===== src/verilog/msf_consts.svh =====
// Register offsets, field positions and reset values of the machining status flag block
`ifndef MSF_CONSTS_SVH
`define MSF_CONSTS_SVH

// ****************************************
// Register byte offsets
// ****************************************
`define MSF_OFS_MODE 8'h00
`define MSF_OFS_INTERP 8'h04
`define MSF_OFS_ANTICIP 8'h08
`define MSF_OFS_SETTLE 8'h0c
`define MSF_OFS_SWITCH 8'h10
`define MSF_OFS_STROBE 8'h14
`define MSF_OFS_PROG_M 8'h18
`define MSF_OFS_SPINDLE 8'h1c
`define MSF_OFS_M_FIRST 8'h20
`define MSF_OFS_M_LAST 8'h38
`define MSF_OFS_S_CODE 8'h3c
`define MSF_OFS_T_CODE 8'h40
`define MSF_OFS_T2_CODE 8'h44
`define MSF_OFS_ERROR 8'h48
`define MSF_OFS_FLAGS 8'h4c

// ****************************************
// Field positions
// ****************************************
`define MSF_MODE_RAPID 0
`define MSF_MODE_TAP 1
`define MSF_MODE_SCREW_CUT_FLAG 2
`define MSF_MODE_PROBE 3
`define MSF_MODE_HOME 4
`define MSF_MODE_RIGID 5
`define MSF_MODE_RETRACE 6
`define MSF_MODE_ALL_RETRACED 7
`define MSF_MODE_CSS 8
`define MSF_MODE_SPEED_BCD 9
`define MSF_MODE_W 10
`define MSF_STB_M 0
`define MSF_STB_S 1
`define MSF_STB_T 2
`define MSF_STB_T2 3
`define MSF_SPN_CW 0
`define MSF_SPN_CCW 1
`define MSF_SPN_STOP 2
`define MSF_SPN_ORIENT 3
`define MSF_SPN_COOLANT 4
`define MSF_SPN_GEAR_LO 5
`define MSF_SPN_GEAR_VALID 7
`define MSF_PM_W 15

// ****************************************
// Reset values and encodings
// ****************************************
`define MSF_SW_HIGH_NIBBLE 4'hf
`define MSF_SW_FEED_MARK 4'h8
`define MSF_ANTICIP_RESET 16'h0000
`define MSF_SETTLE_RESET 16'h000a
`define MSF_RESP_OKAY 2'b00
`define MSF_RESP_SLVERR 2'b10

`endif


===== src/verilog/msf_pkg.sv =====
// Types shared by the machining status flag block
package msf_pkg;

	// Flag levels handed to the logic controller every scan
	typedef struct packed {
		logic fast_traverse;
		logic tap_cycle;
		logic screw_cut_flag;
		logic touch_probing;
		logic home_search;
		logic synchronous_tap;
		logic retrace_complete_flag;
		logic const_surface_speed_flag;
		logic early_arrival_flag;
		logic interpolation_done_flag;
		logic all_axes_settled;
		logic program_stop_flag;
		logic optional_stop_flag;
		logic program_end_flag;
		logic program_rewind_flag;
		logic spindle_cw_flag;
		logic spindle_ccw_flag;
		logic spindle_halt_flag;
		logic tool_change_flag;
		logic spindle_orient_flag;
		logic coolant_on_flag;
		logic coolant_off_flag;
		logic [3:0] gear_flags;
		logic withdrawal_flag;
		logic tool_change_error_latch;
	} msf_flags_s;

	// Auxiliary function requests with their BCD payloads
	typedef struct packed {
		logic m_function_request;
		logic speed_function_request;
		logic tool_function_request;
		logic second_tool_request;
		logic [6:0][7:0] m_code_bcd;
		logic [7:0] speed_code_bcd;
		logic [7:0] tool_pocket_bcd;
		logic [7:0] return_pocket_bcd;
	} msf_aux_s;

endpackage : msf_pkg


===== src/verilog/msf_status_outputs.sv =====
// Machining status flag outputs with an AXI4-Lite register port
`timescale 1ns/1ps
`default_nettype none
`include "msf_consts.svh"

// Behaviour
// RULE_01: Rapid flag high while a rapid move runs.
// RULE_02: Tap flag in tapping cycle, screw-cut flag in threading.
// RULE_03: Probe flag while probing, home flag in reference search.
// RULE_04: Milling only: synchronous-tap flag during rigid tapping.
// RULE_05: Retrace-complete flag when retracing and all blocks retraced.
// RULE_06: Turning only: surface-speed flag while selected.
// RULE_07: Handwheel and jog: upper nibble ones plus consecutive index.
// RULE_08: Feed override: bit three set, step index in upper nibble.
// RULE_09: Chosen and applied positions apart; disabled ones fall back.
// RULE_10: M strobe requests the seven M-code BCD values.
// RULE_11: Speed strobe requests speed BCD value on BCD spindle.
// RULE_12: Tool strobe carries selected tool pocket in BCD.
// RULE_13: Second tool strobe carries pocket for outgoing tool.
// RULE_14: Early-arrival flag leads arrival by anticipation time.
// RULE_15: Interpolation-done low while running, high once ended.
// RULE_16: Settled only after dead band held for settle time.
// RULE_17: Decoded stop, optional stop, end and rewind flags.
// RULE_18: Spindle direction, halt, tool, orient flags from state or program.
// RULE_19: Coolant on or off flag from state or program.
// RULE_20: Gear flags from selected or programmed gear.
// RULE_21: Turning only: withdrawal from stop until retraction reached.
// RULE_22: Tool-change error latches until memory or operator clear.
// RULE_23: All flags update together once per scan.
module msf_status_outputs #(
	parameter bit MILL_VARIANT = 1'b1,
	parameter int ADDR_W = 8
) (
	input wire logic clock,
	input wire logic rst,
	// AXI4-Lite slave
	input wire logic [ADDR_W-1:0] s_axi_awaddr,
	input wire logic s_axi_awvalid,
	output logic s_axi_awready,
	input wire logic [31:0] s_axi_wdata,
	input wire logic [3:0] s_axi_wstrb,
	input wire logic s_axi_wvalid,
	output logic s_axi_wready,
	output logic [1:0] s_axi_bresp,
	output logic s_axi_bvalid,
	input wire logic s_axi_bready,
	input wire logic [ADDR_W-1:0] s_axi_araddr,
	input wire logic s_axi_arvalid,
	output logic s_axi_arready,
	output logic [31:0] s_axi_rdata,
	output logic [1:0] s_axi_rresp,
	output logic s_axi_rvalid,
	input wire logic s_axi_rready,
	// Front-panel switch and machine-side inputs
	input wire logic switch_is_feed,
	input wire logic [3:0] switch_step,
	input wire logic [14:0] switch_position_disable,
	input wire logic axes_in_dead_band,
	input wire logic aux_function_done,
	input wire logic stop_key,
	input wire logic retraction_reached,
	input wire logic tool_change_fault,
	input wire logic error_memory_clear,
	// Outputs to the logic controller
	output msf_pkg::msf_flags_s flags,
	output msf_pkg::msf_aux_s aux
);

	// ****************************************
	// Registers and state
	// ****************************************
	logic [`MSF_MODE_W-1:0] mode;
	logic [31:0] interp_left;
	logic [15:0] anticipation_time;
	logic [15:0] settle_time;
	logic [15:0] settle_count;
	logic [7:0] switch_chosen_position;
	logic [7:0] applied_switch;
	logic [`MSF_PM_W-1:0] prog_m;
	logic [7:0] spindle_state;
	logic withdrawing;
	logic err_latch;
	logic [ADDR_W-1:0] wr_addr;
	logic [31:0] wr_data;
	logic [3:0] wr_strb;
	logic wr_go;
	logic [31:0] rd_word;
	logic rd_hit;
	logic [7:0] next_applied;
	logic [3:0] m_index;
	msf_pkg::msf_flags_s next_flags;

	// Operator clear comes from a write of one to bit 0 of the error register
	logic op_clear;
	assign op_clear = wr_go && wr_addr == ADDR_W'(`MSF_OFS_ERROR) && wr_strb[0] && wr_data[0];

	// Byte-lane merge so partial writes keep untouched lanes
	function automatic logic [31:0] merge(input logic [31:0] old, input logic [31:0] nw, input logic [3:0] be);
		logic [31:0] r;
		r = old;
		for (int b = 0; b < 4; b++)
		begin
			if (be[b])
				r[8*b +: 8] = nw[8*b +: 8];
		end
		return r;
	endfunction : merge

	// ****************************************
	// AXI4-Lite write channel
	// ****************************************
	// AW and W taken together, so arrival order does not matter
	always_ff @(posedge clock)
	begin
		if (rst)
		begin
			s_axi_awready <= 1'b0;
			s_axi_wready <= 1'b0;
			s_axi_bvalid <= 1'b0;
			s_axi_bresp <= `MSF_RESP_OKAY;
			wr_go <= 1'b0;
			wr_addr <= '0;
			wr_data <= '0;
			wr_strb <= '0;
		end
		else
		begin
			wr_go <= 1'b0;
			s_axi_awready <= 1'b0;
			s_axi_wready <= 1'b0;
			if (s_axi_awvalid && s_axi_wvalid && !s_axi_awready && !s_axi_bvalid && !wr_go)
			begin
				s_axi_awready <= 1'b1;
				s_axi_wready <= 1'b1;
			end
			if (s_axi_awready)
			begin
				wr_go <= 1'b1;
				wr_addr <= s_axi_awaddr;
				wr_data <= s_axi_wdata;
				wr_strb <= s_axi_wstrb;
			end
			if (wr_go)
			begin
				s_axi_bvalid <= 1'b1;
				s_axi_bresp <= (wr_addr[1:0] == 2'b00 && wr_addr <= ADDR_W'(`MSF_OFS_ERROR)
					&& wr_addr != ADDR_W'(`MSF_OFS_SWITCH)) ? `MSF_RESP_OKAY : `MSF_RESP_SLVERR;
			end
			else if (s_axi_bvalid && s_axi_bready)
				s_axi_bvalid <= 1'b0;
		end
	end

	// ****************************************
	// Software-written configuration and payloads
	// ****************************************
	// Mode bits, programmed functions, spindle state and timing settings
	always_ff @(posedge clock)
	begin
		if (rst)
		begin
			mode <= '0;
			prog_m <= '0;
			spindle_state <= '0;
			anticipation_time <= `MSF_ANTICIP_RESET;
			settle_time <= `MSF_SETTLE_RESET;
		end
		else if (wr_go)
		begin
			case (wr_addr)
				ADDR_W'(`MSF_OFS_MODE): mode <= `MSF_MODE_W'(merge(32'(mode), wr_data, wr_strb));
				ADDR_W'(`MSF_OFS_PROG_M): prog_m <= `MSF_PM_W'(merge(32'(prog_m), wr_data, wr_strb));
				ADDR_W'(`MSF_OFS_SPINDLE): spindle_state <= 8'(merge(32'(spindle_state), wr_data, wr_strb));
				ADDR_W'(`MSF_OFS_ANTICIP): anticipation_time <= 16'(merge(32'(anticipation_time), wr_data, wr_strb));
				ADDR_W'(`MSF_OFS_SETTLE): settle_time <= 16'(merge(32'(settle_time), wr_data, wr_strb));
				default: ;
			endcase
		end
	end

	// BCD payloads; each register keeps byte lane 0 of the written word
	assign m_index = 4'((wr_addr - ADDR_W'(`MSF_OFS_M_FIRST)) >> 2);
	always_ff @(posedge clock)
	begin
		if (rst)
		begin
			aux.m_code_bcd <= '0;
			aux.speed_code_bcd <= '0;
			aux.tool_pocket_bcd <= '0;
			aux.return_pocket_bcd <= '0;
		end
		else if (wr_go && wr_strb[0])
		begin
			if (wr_addr >= ADDR_W'(`MSF_OFS_M_FIRST) && wr_addr <= ADDR_W'(`MSF_OFS_M_LAST) && wr_addr[1:0] == 2'b00)
				aux.m_code_bcd[m_index[2:0]] <= wr_data[7:0]; // [RULE_10]
			if (wr_addr == ADDR_W'(`MSF_OFS_S_CODE))
				aux.speed_code_bcd <= wr_data[7:0]; // [RULE_11]
			if (wr_addr == ADDR_W'(`MSF_OFS_T_CODE))
				aux.tool_pocket_bcd <= wr_data[7:0]; // [RULE_12]
			if (wr_addr == ADDR_W'(`MSF_OFS_T2_CODE))
				aux.return_pocket_bcd <= wr_data[7:0]; // [RULE_13]
		end
	end

	// ****************************************
	// Auxiliary function strobes
	// ****************************************
	// Strobes hold until the controller reports done; a new request in that cycle wins
	logic strobe_wr;
	assign strobe_wr = wr_go && wr_addr == ADDR_W'(`MSF_OFS_STROBE) && wr_strb[0];
	always_ff @(posedge clock)
	begin
		if (rst)
		begin
			aux.m_function_request <= 1'b0;
			aux.speed_function_request <= 1'b0;
			aux.tool_function_request <= 1'b0;
			aux.second_tool_request <= 1'b0;
		end
		else
		begin
			aux.m_function_request <= (strobe_wr && wr_data[`MSF_STB_M])
				|| (aux.m_function_request && !aux_function_done); // [RULE_10]
			// Speed strobe is meaningless unless the spindle takes a BCD speed
			aux.speed_function_request <= (strobe_wr && wr_data[`MSF_STB_S] && mode[`MSF_MODE_SPEED_BCD])
				|| (aux.speed_function_request && !aux_function_done); // [RULE_11]
			aux.tool_function_request <= (strobe_wr && wr_data[`MSF_STB_T])
				|| (aux.tool_function_request && !aux_function_done); // [RULE_12]
			aux.second_tool_request <= (strobe_wr && wr_data[`MSF_STB_T2])
				|| (aux.second_tool_request && !aux_function_done); // [RULE_13]
		end
	end

	// ****************************************
	// Interpolation, anticipation and settling
	// ****************************************
	// Writing a cycle count starts an interpolation that runs down to zero
	always_ff @(posedge clock)
	begin
		if (rst)
			interp_left <= '0;
		else if (wr_go && wr_addr == ADDR_W'(`MSF_OFS_INTERP))
			interp_left <= merge(interp_left, wr_data, wr_strb);
		else if (interp_left != '0)
			interp_left <= interp_left - 32'h1; // [RULE_15]
	end

	// Dead-band time restarts when an axis leaves or motion resumes
	always_ff @(posedge clock)
	begin
		if (rst)
			settle_count <= '0;
		else if (!axes_in_dead_band || interp_left != '0)
			settle_count <= '0;
		else if (settle_count != settle_time)
			settle_count <= settle_count + 16'h1; // [RULE_16]
	end

	// ****************************************
	// Withdrawal and tool-change error
	// ****************************************
	// Withdrawal only exists on the turning variant
	always_ff @(posedge clock)
	begin
		if (rst)
			withdrawing <= 1'b0;
		else if (!MILL_VARIANT && stop_key)
			withdrawing <= 1'b1; // [RULE_21]
		else if (retraction_reached)
			withdrawing <= 1'b0; // [RULE_21]
	end

	// A fault arriving while either clear is active still latches
	always_ff @(posedge clock)
	begin
		if (rst)
			err_latch <= 1'b0;
		else if (tool_change_fault)
			err_latch <= 1'b1; // [RULE_22]
		else if (error_memory_clear || op_clear)
			err_latch <= 1'b0; // [RULE_22]
	end

	// ****************************************
	// Switch encoding
	// ****************************************
	// A disabled feed step caps the applied value below it
	always_comb
	begin
		logic found;
		found = 1'b0;
		next_applied = {switch_step, `MSF_SW_FEED_MARK}; // [RULE_08]
		if (!switch_is_feed)
			next_applied = {`MSF_SW_HIGH_NIBBLE, 1'b0, switch_step[2:0]}; // [RULE_07]
		else
		begin
			for (int i = 0; i < 15; i++)
			begin
				if (!found && switch_position_disable[i] && 4'(i) <= switch_step)
				begin
					found = 1'b1;
					next_applied = {(i == 0) ? 4'h0 : 4'(i - 1), `MSF_SW_FEED_MARK}; // [RULE_09]
				end
			end
		end
	end

	always_ff @(posedge clock)
	begin
		if (rst)
		begin
			switch_chosen_position <= '0;
			applied_switch <= '0;
		end
		else
		begin
			switch_chosen_position <= switch_is_feed ? {switch_step, `MSF_SW_FEED_MARK}
				: {`MSF_SW_HIGH_NIBBLE, 1'b0, switch_step[2:0]}; // [RULE_09]
			applied_switch <= next_applied;
		end
	end

	// ****************************************
	// Flag set, registered once per scan
	// ****************************************
	always_comb
	begin
		next_flags = '0;
		next_flags.fast_traverse = mode[`MSF_MODE_RAPID] && interp_left != '0; // [RULE_01]
		next_flags.tap_cycle = mode[`MSF_MODE_TAP]; // [RULE_02]
		next_flags.screw_cut_flag = mode[`MSF_MODE_SCREW_CUT_FLAG]; // [RULE_02]
		next_flags.touch_probing = mode[`MSF_MODE_PROBE]; // [RULE_03]
		next_flags.home_search = mode[`MSF_MODE_HOME]; // [RULE_03]
		next_flags.synchronous_tap = MILL_VARIANT && mode[`MSF_MODE_RIGID]; // [RULE_04]
		next_flags.retrace_complete_flag = mode[`MSF_MODE_RETRACE] && mode[`MSF_MODE_ALL_RETRACED]; // [RULE_05]
		next_flags.const_surface_speed_flag = !MILL_VARIANT && mode[`MSF_MODE_CSS]; // [RULE_06]
		// Zero anticipation collapses to arrival
		next_flags.early_arrival_flag = interp_left <= 32'(anticipation_time); // [RULE_14]
		next_flags.interpolation_done_flag = interp_left == '0; // [RULE_15]
		next_flags.all_axes_settled = axes_in_dead_band && interp_left == '0
			&& settle_count == settle_time; // [RULE_16]
		next_flags.program_stop_flag = prog_m[0]; // [RULE_17]
		next_flags.optional_stop_flag = prog_m[1]; // [RULE_17]
		next_flags.program_end_flag = prog_m[2]; // [RULE_17]
		next_flags.program_rewind_flag = prog_m[10]; // [RULE_17]
		next_flags.spindle_cw_flag = spindle_state[`MSF_SPN_CW] || prog_m[3]; // [RULE_18]
		next_flags.spindle_ccw_flag = spindle_state[`MSF_SPN_CCW] || prog_m[4]; // [RULE_18]
		next_flags.spindle_halt_flag = spindle_state[`MSF_SPN_STOP] || prog_m[5]; // [RULE_18]
		next_flags.tool_change_flag = spindle_state[`MSF_SPN_STOP] || prog_m[6]; // [RULE_18]
		next_flags.spindle_orient_flag = spindle_state[`MSF_SPN_ORIENT] || prog_m[9]; // [RULE_18]
		next_flags.coolant_on_flag = spindle_state[`MSF_SPN_COOLANT] || prog_m[7]; // [RULE_19]
		next_flags.coolant_off_flag = !spindle_state[`MSF_SPN_COOLANT] || prog_m[8]; // [RULE_19]
		for (int g = 0; g < 4; g++)
			next_flags.gear_flags[g] = (spindle_state[`MSF_SPN_GEAR_VALID]
				&& spindle_state[`MSF_SPN_GEAR_LO +: 2] == 2'(g)) || prog_m[11 + g]; // [RULE_20]
		next_flags.withdrawal_flag = withdrawing; // [RULE_21]
		next_flags.tool_change_error_latch = err_latch; // [RULE_22]
	end

	// One stage so the controller samples a coherent set
	always_ff @(posedge clock)
	begin
		if (rst)
			flags <= '0;
		else
			flags <= next_flags; // [RULE_23]
	end

	// ****************************************
	// AXI4-Lite read channel
	// ****************************************
	always_comb
	begin
		rd_hit = 1'b1;
		case (s_axi_araddr)
			ADDR_W'(`MSF_OFS_MODE): rd_word = 32'(mode);
			ADDR_W'(`MSF_OFS_INTERP): rd_word = interp_left;
			ADDR_W'(`MSF_OFS_ANTICIP): rd_word = 32'(anticipation_time);
			ADDR_W'(`MSF_OFS_SETTLE): rd_word = 32'(settle_time);
			ADDR_W'(`MSF_OFS_SWITCH): rd_word = {16'h0000, applied_switch, switch_chosen_position};
			ADDR_W'(`MSF_OFS_STROBE): rd_word = {28'h0000000, aux.second_tool_request, aux.tool_function_request,
				aux.speed_function_request, aux.m_function_request};
			ADDR_W'(`MSF_OFS_PROG_M): rd_word = 32'(prog_m);
			ADDR_W'(`MSF_OFS_SPINDLE): rd_word = 32'(spindle_state);
			ADDR_W'(`MSF_OFS_S_CODE): rd_word = 32'(aux.speed_code_bcd);
			ADDR_W'(`MSF_OFS_T_CODE): rd_word = 32'(aux.tool_pocket_bcd);
			ADDR_W'(`MSF_OFS_T2_CODE): rd_word = 32'(aux.return_pocket_bcd);
			ADDR_W'(`MSF_OFS_ERROR): rd_word = 32'(err_latch);
			ADDR_W'(`MSF_OFS_FLAGS): rd_word = 32'(flags);
			default:
			begin
				rd_word = 32'h0;
				rd_hit = 1'b0;
				if (s_axi_araddr >= ADDR_W'(`MSF_OFS_M_FIRST) && s_axi_araddr <= ADDR_W'(`MSF_OFS_M_LAST)
					&& s_axi_araddr[1:0] == 2'b00)
				begin
					rd_word = 32'(aux.m_code_bcd[3'((s_axi_araddr - ADDR_W'(`MSF_OFS_M_FIRST)) >> 2)]);
					rd_hit = 1'b1;
				end
			end
		endcase
	end

	// Address taken a cycle after arvalid, data on the next edge
	always_ff @(posedge clock)
	begin
		if (rst)
		begin
			s_axi_arready <= 1'b0;
			s_axi_rvalid <= 1'b0;
			s_axi_rdata <= '0;
			s_axi_rresp <= `MSF_RESP_OKAY;
		end
		else
		begin
			s_axi_arready <= s_axi_arvalid && !s_axi_arready && !s_axi_rvalid;
			if (s_axi_arvalid && s_axi_arready)
			begin
				s_axi_rvalid <= 1'b1;
				s_axi_rdata <= rd_word;
				s_axi_rresp <= rd_hit ? `MSF_RESP_OKAY : `MSF_RESP_SLVERR;
			end
			else if (s_axi_rvalid && s_axi_rready)
				s_axi_rvalid <= 1'b0;
		end
	end

endmodule : msf_status_outputs
`default_nettype wire

===== config.mk =====
export PLATFORM = sky130hd
export DESIGN_NAME = msf_status_outputs
export DESIGN_NICKNAME = d
export VERILOG_FILES = /design/src/verilog/msf_pkg.sv /design/src/verilog/msf_status_outputs.sv
export VERILOG_INCLUDE_DIRS = /design/src /design/src/verilog
export SDC_FILE = /design/constraint.sdc
export NUM_CORES = 1
export LEC_CHECK = 0
export ABC_CLOCK_PERIOD_IN_PS = 2900
export BUFFER_PORTS_ARGS = -buffer_cell sky130_fd_sc_hd__buf_2
export CORE_ASPECT_RATIO = 0.7
export CORE_UTILIZATION = 29
export CTS_CLUSTER_DIAMETER = 100
export DETAILED_ROUTE_END_ITERATION = 10
export GPL_ROUTABILITY_DRIVEN = 0
export SETUP_SLACK_MARGIN = 0.5
export SLEW_MARGIN = 20
export SYNTH_ARGS = -nofsm -noshare
export SYNTH_HDL_FRONTEND = slang
export SYNTH_SLANG_ARGS = --single-unit

===== constraint.sdc =====
create_clock -name clock -period 2.9 [get_ports clock]
set_input_delay 0.435 -clock clock [delete_from_list [all_inputs] [get_ports clock]]
set_output_delay 0.435 -clock clock [all_outputs]
set_load 0.02 [all_outputs]

Yosys cells after proc, flatten, opt, wreduce, memory -nomap -nowiden:

Cells that the tools add are included.

* shift-type cells: 0
* divide/modulo/power cells: 0
* equality and inequality tests: 32
* magnitude comparators: 24
* mux-type cells: 70
* $mul: 0
* $add $sub $neg: 4
* reductions and logical operators: 140
* bitwise logic cells: 1

Operators by type and width (number)
* $pmux 32 s13: 1
* $mux 8: 24
* $logic_and 1x1->1: 69
* $mux 32: 2
* $bwmux 56: 1
* $eq 8x5->1 const B: 7
* $eq 8x7->1 const B: 7
* $mux 1: 38
* $eq 8x4->1 const B: 4
* $le 32x16->1: 1
* $logic_not 32->1: 1
* $reduce_bool 32->1: 1
* $sub 32x1->32 const B: 1
* $le 4x4->1 const A: 7
* $reduce_and 3->1: 9
* $bmux 8 s3: 1
* $demux 8 s3: 1
* $logic_not 1->1: 22
* $logic_or 1x1->1: 17
* $add 16x1->16 const B: 1
* $eq 16x16->1: 1
* $eq 8x3->1 const B: 2
* $eq 8x6->1 const B: 2
* $ge 8x6->1 const B: 2
* other kinds (21): 49

* bits in latches: 0
* memories: 0
* bits in read-only memories: 0
* output and inout port bits: 153
* memory bits (writable): 0
* register bits: 326

Logic depth before layout (Yosys ltp):

* depth in word-level cells: 74
* depth in mapped cells: 10

Least setup slack after synthesis:

OpenSTA, ideal clock, no wires.

* path type: input -> register
* from: input port s_axi_araddr[3]
* to: register s_axi_rdata[0]
* arrival time: 2.145 ns
* stages on the path: 8
* library setup time: 0.134 ns
* path slack: 0.621 ns
* path through: clkbuf_1 -> buf_2 -> buf_1 -> mux4_2 -> mux2i_1 -> nor2_1 -> a2111oi_0 -> a21oi_1

* longest elaborated chain between the ends: 5
* elaborated cells between the ends (all ways): 22
* those cells by class: 1 x add/sub; 2 x order compare; 12 x eq/ne; 4 x mux; 3 x reduce/logical

RTL lines
* from (decl): line msf_status_outputs.sv:47 `input wire logic [ADDR_W-1:0] s_axi_araddr,`
* $sub 5x1->5 (tied with other cells): line msf_status_outputs.sv:397 `` rd_word = 32'(aux.m_code_bcd[3'((s_axi_araddr - ADDR_W'(`MSF_OFS_M_FIRST)) >> 2)]); ``
* $bmux 8 s3 / $logic_and 1x1->1 (equally long branches): line msf_status_outputs.sv:397, msf_status_outputs.sv:394
* $mux 8 / $logic_and 1x1->1 (equally long branches): line msf_status_outputs.sv:397, msf_status_outputs.sv:394
* $mux 8: line msf_status_outputs.sv:394 `` if (s_axi_araddr >= ADDR_W'(`MSF_OFS_M_FIRST) && s_axi_araddr <= ADDR_W'(`MSF_OFS_M_LAST) ``
* $pmux 32 s13 (*): line msf_status_outputs.sv:375 `case (s_axi_araddr)`
* to (signal assigned): line msf_status_outputs.sv:420 `s_axi_rdata <= rd_word;`
* to (decl): line msf_status_outputs.sv:50 `output logic [31:0] s_axi_rdata,`

Every way passes the cells marked *; elsewhere a longest branch is shown, timed or not. The select of a mux whose other input is x is not followed.
A chain may end at the register's enable or synchronous reset.

Worst setup path after layout:

* from: register wr_go
* to: register aux[6] in the netlist's numbering

* longest elaborated chain between the ends: 2

RTL lines
* from (decl): line msf_status_outputs.sv:86 `logic wr_go;`
* from (signal assigned): line msf_status_outputs.sv:121 `wr_go <= 1'b0;`
* from (signal assigned): line msf_status_outputs.sv:128 `wr_go <= 1'b0;`
* from (signal assigned): line msf_status_outputs.sv:138 `wr_go <= 1'b1;`
* $logic_and 1x1->1: line msf_status_outputs.sv:192 `else if (wr_go && wr_strb[0])`
* $reduce_and 2->1 (no source line)
* to (decl): line msf_status_outputs.sv:66 `output msf_pkg::msf_aux_s aux`

Every way passes these cells.

==> impl_metrics.toml <==
[run_status]
status = "finished, final reports clean"

[clock_tree]
ctsLongestPathBuffers = 3
cts-root-buf = "clkbuf_16"
htreeDepth = 2
clock_sinks = 320
clkTransAtPathRegs_ns = 0.06
numCtsBuffers = 37
postCtsHoldBufs = 0
tritoncts = "built"
clock_latency_ns = 0.55

[detailed_routing]
ant_nets = 0
firstDrtPassIters = 8
dr.first_iter.drc_count = 1353
drcViolationCount = 0
wl_per_cell_um = 20.8
wl_um = 53400
num_vias = 13684
via_per_inst = 5.33

[grt]
antenna_found_initial = 6
grt_max_degree = 174
first_global_vias = 12616
grt_pass1_wl_um = 78600
grt.overflow.total = 0
grt_use_total_pct = 19.7

[placement]
pre_cts_slack_ns = 0.207
post-dp-hpwl_um = 38700
portBuffers = 231

[timing]
finalSetupTns_ns = 0
finalClockSkew_ns = 0.0252
slew_viol_final = 0
fin_crit_sh_pct = 82.2
finalSetupViolCount = 0
hold_viol_final = 0
fin_crit_ns = 2.38
worst_pin_slew_ns = 1.11
rsz0062_at_grt = "true"
max_freq_mhz = 419
slew_headroom_pct = 25.9
layout_setup_ws_ns = 0.516

[die]
initial_utilization_pct = 29.4
chipWidth_um = 273
die_y_um = 192
ioPinCount = 238
dieArea_um2 = 52300
row_count = 69
core_area_um2 = 50700

[final_layout]
regArea_um2 = 6410
drive_above_1_share_pct = 21.9
syn_to_final_growth_pct = 22.7
final_cell_mix = "dfxtp_1 (317), nor2_1 (266), buf_2 (231), mux2i_1 (184), nand2_1 (105)"
multi_input_area_um2 = 7930
final_nets = 1967
layout_commonest_cell = "dfxtp_1"
fillers = 5139

[synth]
synthCells = 1658
synth_cell_type_count = 79
async_flop_share_pct = 0
synth_flop_cell = "dfxtp_1"
yosysWarningCount = 0
ys_seq_area_share_pct = 43.0
synth_edf_count = 0
avgSynthCellArea_um2 = 8.98
synth_seq_cells = 320
netlist_area_um2 = 14900

[critical_path]
crit_path_start_kind = "flop"
end_kind = "flop"
max_stage_delay_ns = 0.57
crit_slowest_cell = "and4_1"
crit_fanout = 11
worstSetupPathType = "reg2reg"
crit_required_ns = 3.29
cp.arrival_ns = 2.77
crit_chain = "nor2b_1 > and4_1 > nand2_1 > mux2i_1 > nor2_1"
path_delay_family = "simple AND/OR/NAND/NOR gates"
critPathBufInv = 0

[flow_run]
maxCapViolCount = 0

[pwr]
p_clk_share_pct = 39.2
vdd_drop_max_v = 0.000347
p_comb_share_pct = 21.0
p_seq_share_pct = 39.8
swShare_pct = 30.9
power_density_nw_per_um2 = 685
internal-power_mw = 8.65
switching_power_mw = 3.87
leakagePower_nw = 7.84

[worst_hold_path]
worstHoldPathType = "in2reg"
## state kept, by name (all words and copies together), names as in the netlist, 4 cells and up
name	flops
anticipation_time	16
applied_switch	5
aux	84
flags	26
interp_left	32
mode	10
prog_m	15
s_axi_rdata	32
settle_count	16
settle_time	16
spindle_state	8
switch_chosen_position	8
wr_addr	8
wr_data	32
wr_strb	4
## worst register-to-register path: stages, from the launching register on
cell     delay [ns]
dfxtp_1        0.49
nor2b_1        0.33
and4_1         0.57
nand2_1        0.47
mux2i_1        0.31
nor2_1         0.07
## cells in the mapped netlist (5+ instances only)
cell / number / area share, %
xor2_1: 28 / 1.6
or2_1: 6 / 0.25
o311ai_1: 7 / 0.41
buf_1: 13 / 0.33
buf_4: 5 / 0.25
o21ai_0: 35 / 1.2
nand2_1: 106 / 2.7
a22oi_1: 23 / 1.2
o2bb2ai_1: 7 / 0.41
a222oi_1: 19 / 1.3
nand4_1: 20 / 0.84
clkbuf_1: 93 / 2.3
nor2_1: 269 / 6.8
a31oi_1: 13 / 0.55
nor3_1: 21 / 0.71
mux2i_1: 184 / 12
a22o_1: 9 / 0.53
nor4_1: 18 / 0.76
o31ai_1: 6 / 0.30
dfxtp_1: 320 / 43
nor2b_1: 22 / 0.92
or3_1: 17 / 0.71
and3_1: 16 / 0.67
o22ai_1: 5 / 0.21
o21ai_1: 13 / 0.44
ha_1: 18 / 1.5
a2111oi_0: 7 / 0.41
xnor2_1: 6 / 0.35
buf_2: 12 / 0.40
a21oi_1: 99 / 3.3
and2_1: 8 / 0.34
a211oi_1: 8 / 0.40
and4_1: 7 / 0.41
a221oi_1: 7 / 0.41
o21a_1: 5 / 0.25
inv_1: 35 / 0.88
a21o_1: 19 / 0.96
nand2b_1: 7 / 0.29
nand3_1: 50 / 1.7
mux4_2: 18 / 2.7
mux2_2: 10 / 0.76
## power groups by stage
stage	sequential [mW]	clock [mW]	combinational (mW)
after CTS	4.96	5.02	2.44
after detailed placement	5.05	0	2.42
after global routing	5.00	5.19	2.90
final	4.98	4.90	2.63
after floorplan	4.90	0	1.73
after global placement	5.05	0	2.37
## path summary, 6_finish.rpt
path / start / to / slack (ns) / cells past startpoint
setup / recovery: wr_go$_SDFF_PP0_ / aux[6]$_SDFFE_PP0P_ / 0.52 / 5
hold / removal: tool_change_fault / err_latch$_SDFFE_PP0P_ / 0.1 / 3
setup reg to reg: wr_go$_SDFF_PP0_ / aux[6]$_SDFFE_PP0P_ / 0.52 / 5
hold reg to reg: s_axi_rvalid$_SDFFE_PP0P_ / s_axi_arready$_SDFF_PP0_ / 0.45 / 1
## through the flow
stage / std cells / hold WS [ns] / instance area (um2) / power (mW) / utilization [%]
after floorplan: 1661 / 0.442 / 14900 / 6.62 / -
after global placement: 2496 / 0.444 / 16900 / 7.42 / 33.3
after detailed placement: 2496 / 0.446 / 16900 / 7.47 / 33.3
after CTS: 2564 / 0.0835 / 18200 / 12.4 / 35.8
after global routing: 2568 / 0.124 / 18300 / 13.1 / 36.0
final: 2569 / 0.0987 / 18300 / 12.5 / 36.0
## layer usage
layer | share of wire, % | vias up | GRT usage [%]
li1 | - | 6336 | -
met1 | 47 | 6641 | 29.0
met2 | 42 | 615 | 28.1
met3 | 9.2 | 86 | 4.49
met4 | 2.6 | 6 | 5.75
met5 | 0.065 | - | 0
## layout make-up
cell class                 count  share of cell area [%]
antenna                        2                  0.0274
clock buffer                  55                    6.05
clock inverter                13                   0.931
inverter                      36                   0.740
multi-input combinational   1181                    43.4
sequential                   320                    35.1
tap                          674                    4.62
timing repair buffer         288                    9.16
## logic make-up after synthesis
group	share of synthesized area, %
AO/OA/AOI/OAI	14.0
XOR/XNOR	2.00
adder cells (fa/ha/maj)	1.58
buffers and inverters	4.31
flip-flops	43.0
multiplexers	16.1
other	0.0252
AND/OR/NAND/NOR	19.0
## timing repair
item / in CTS / in global routing
gates resized for setup: 3 / 19
cloned: 0 / 1
pin swaps: 0 / 1
setup endpoints to repair: 4 / 87
buffers inserted: 0 / 2
Power figures use the tool's default switching activity.
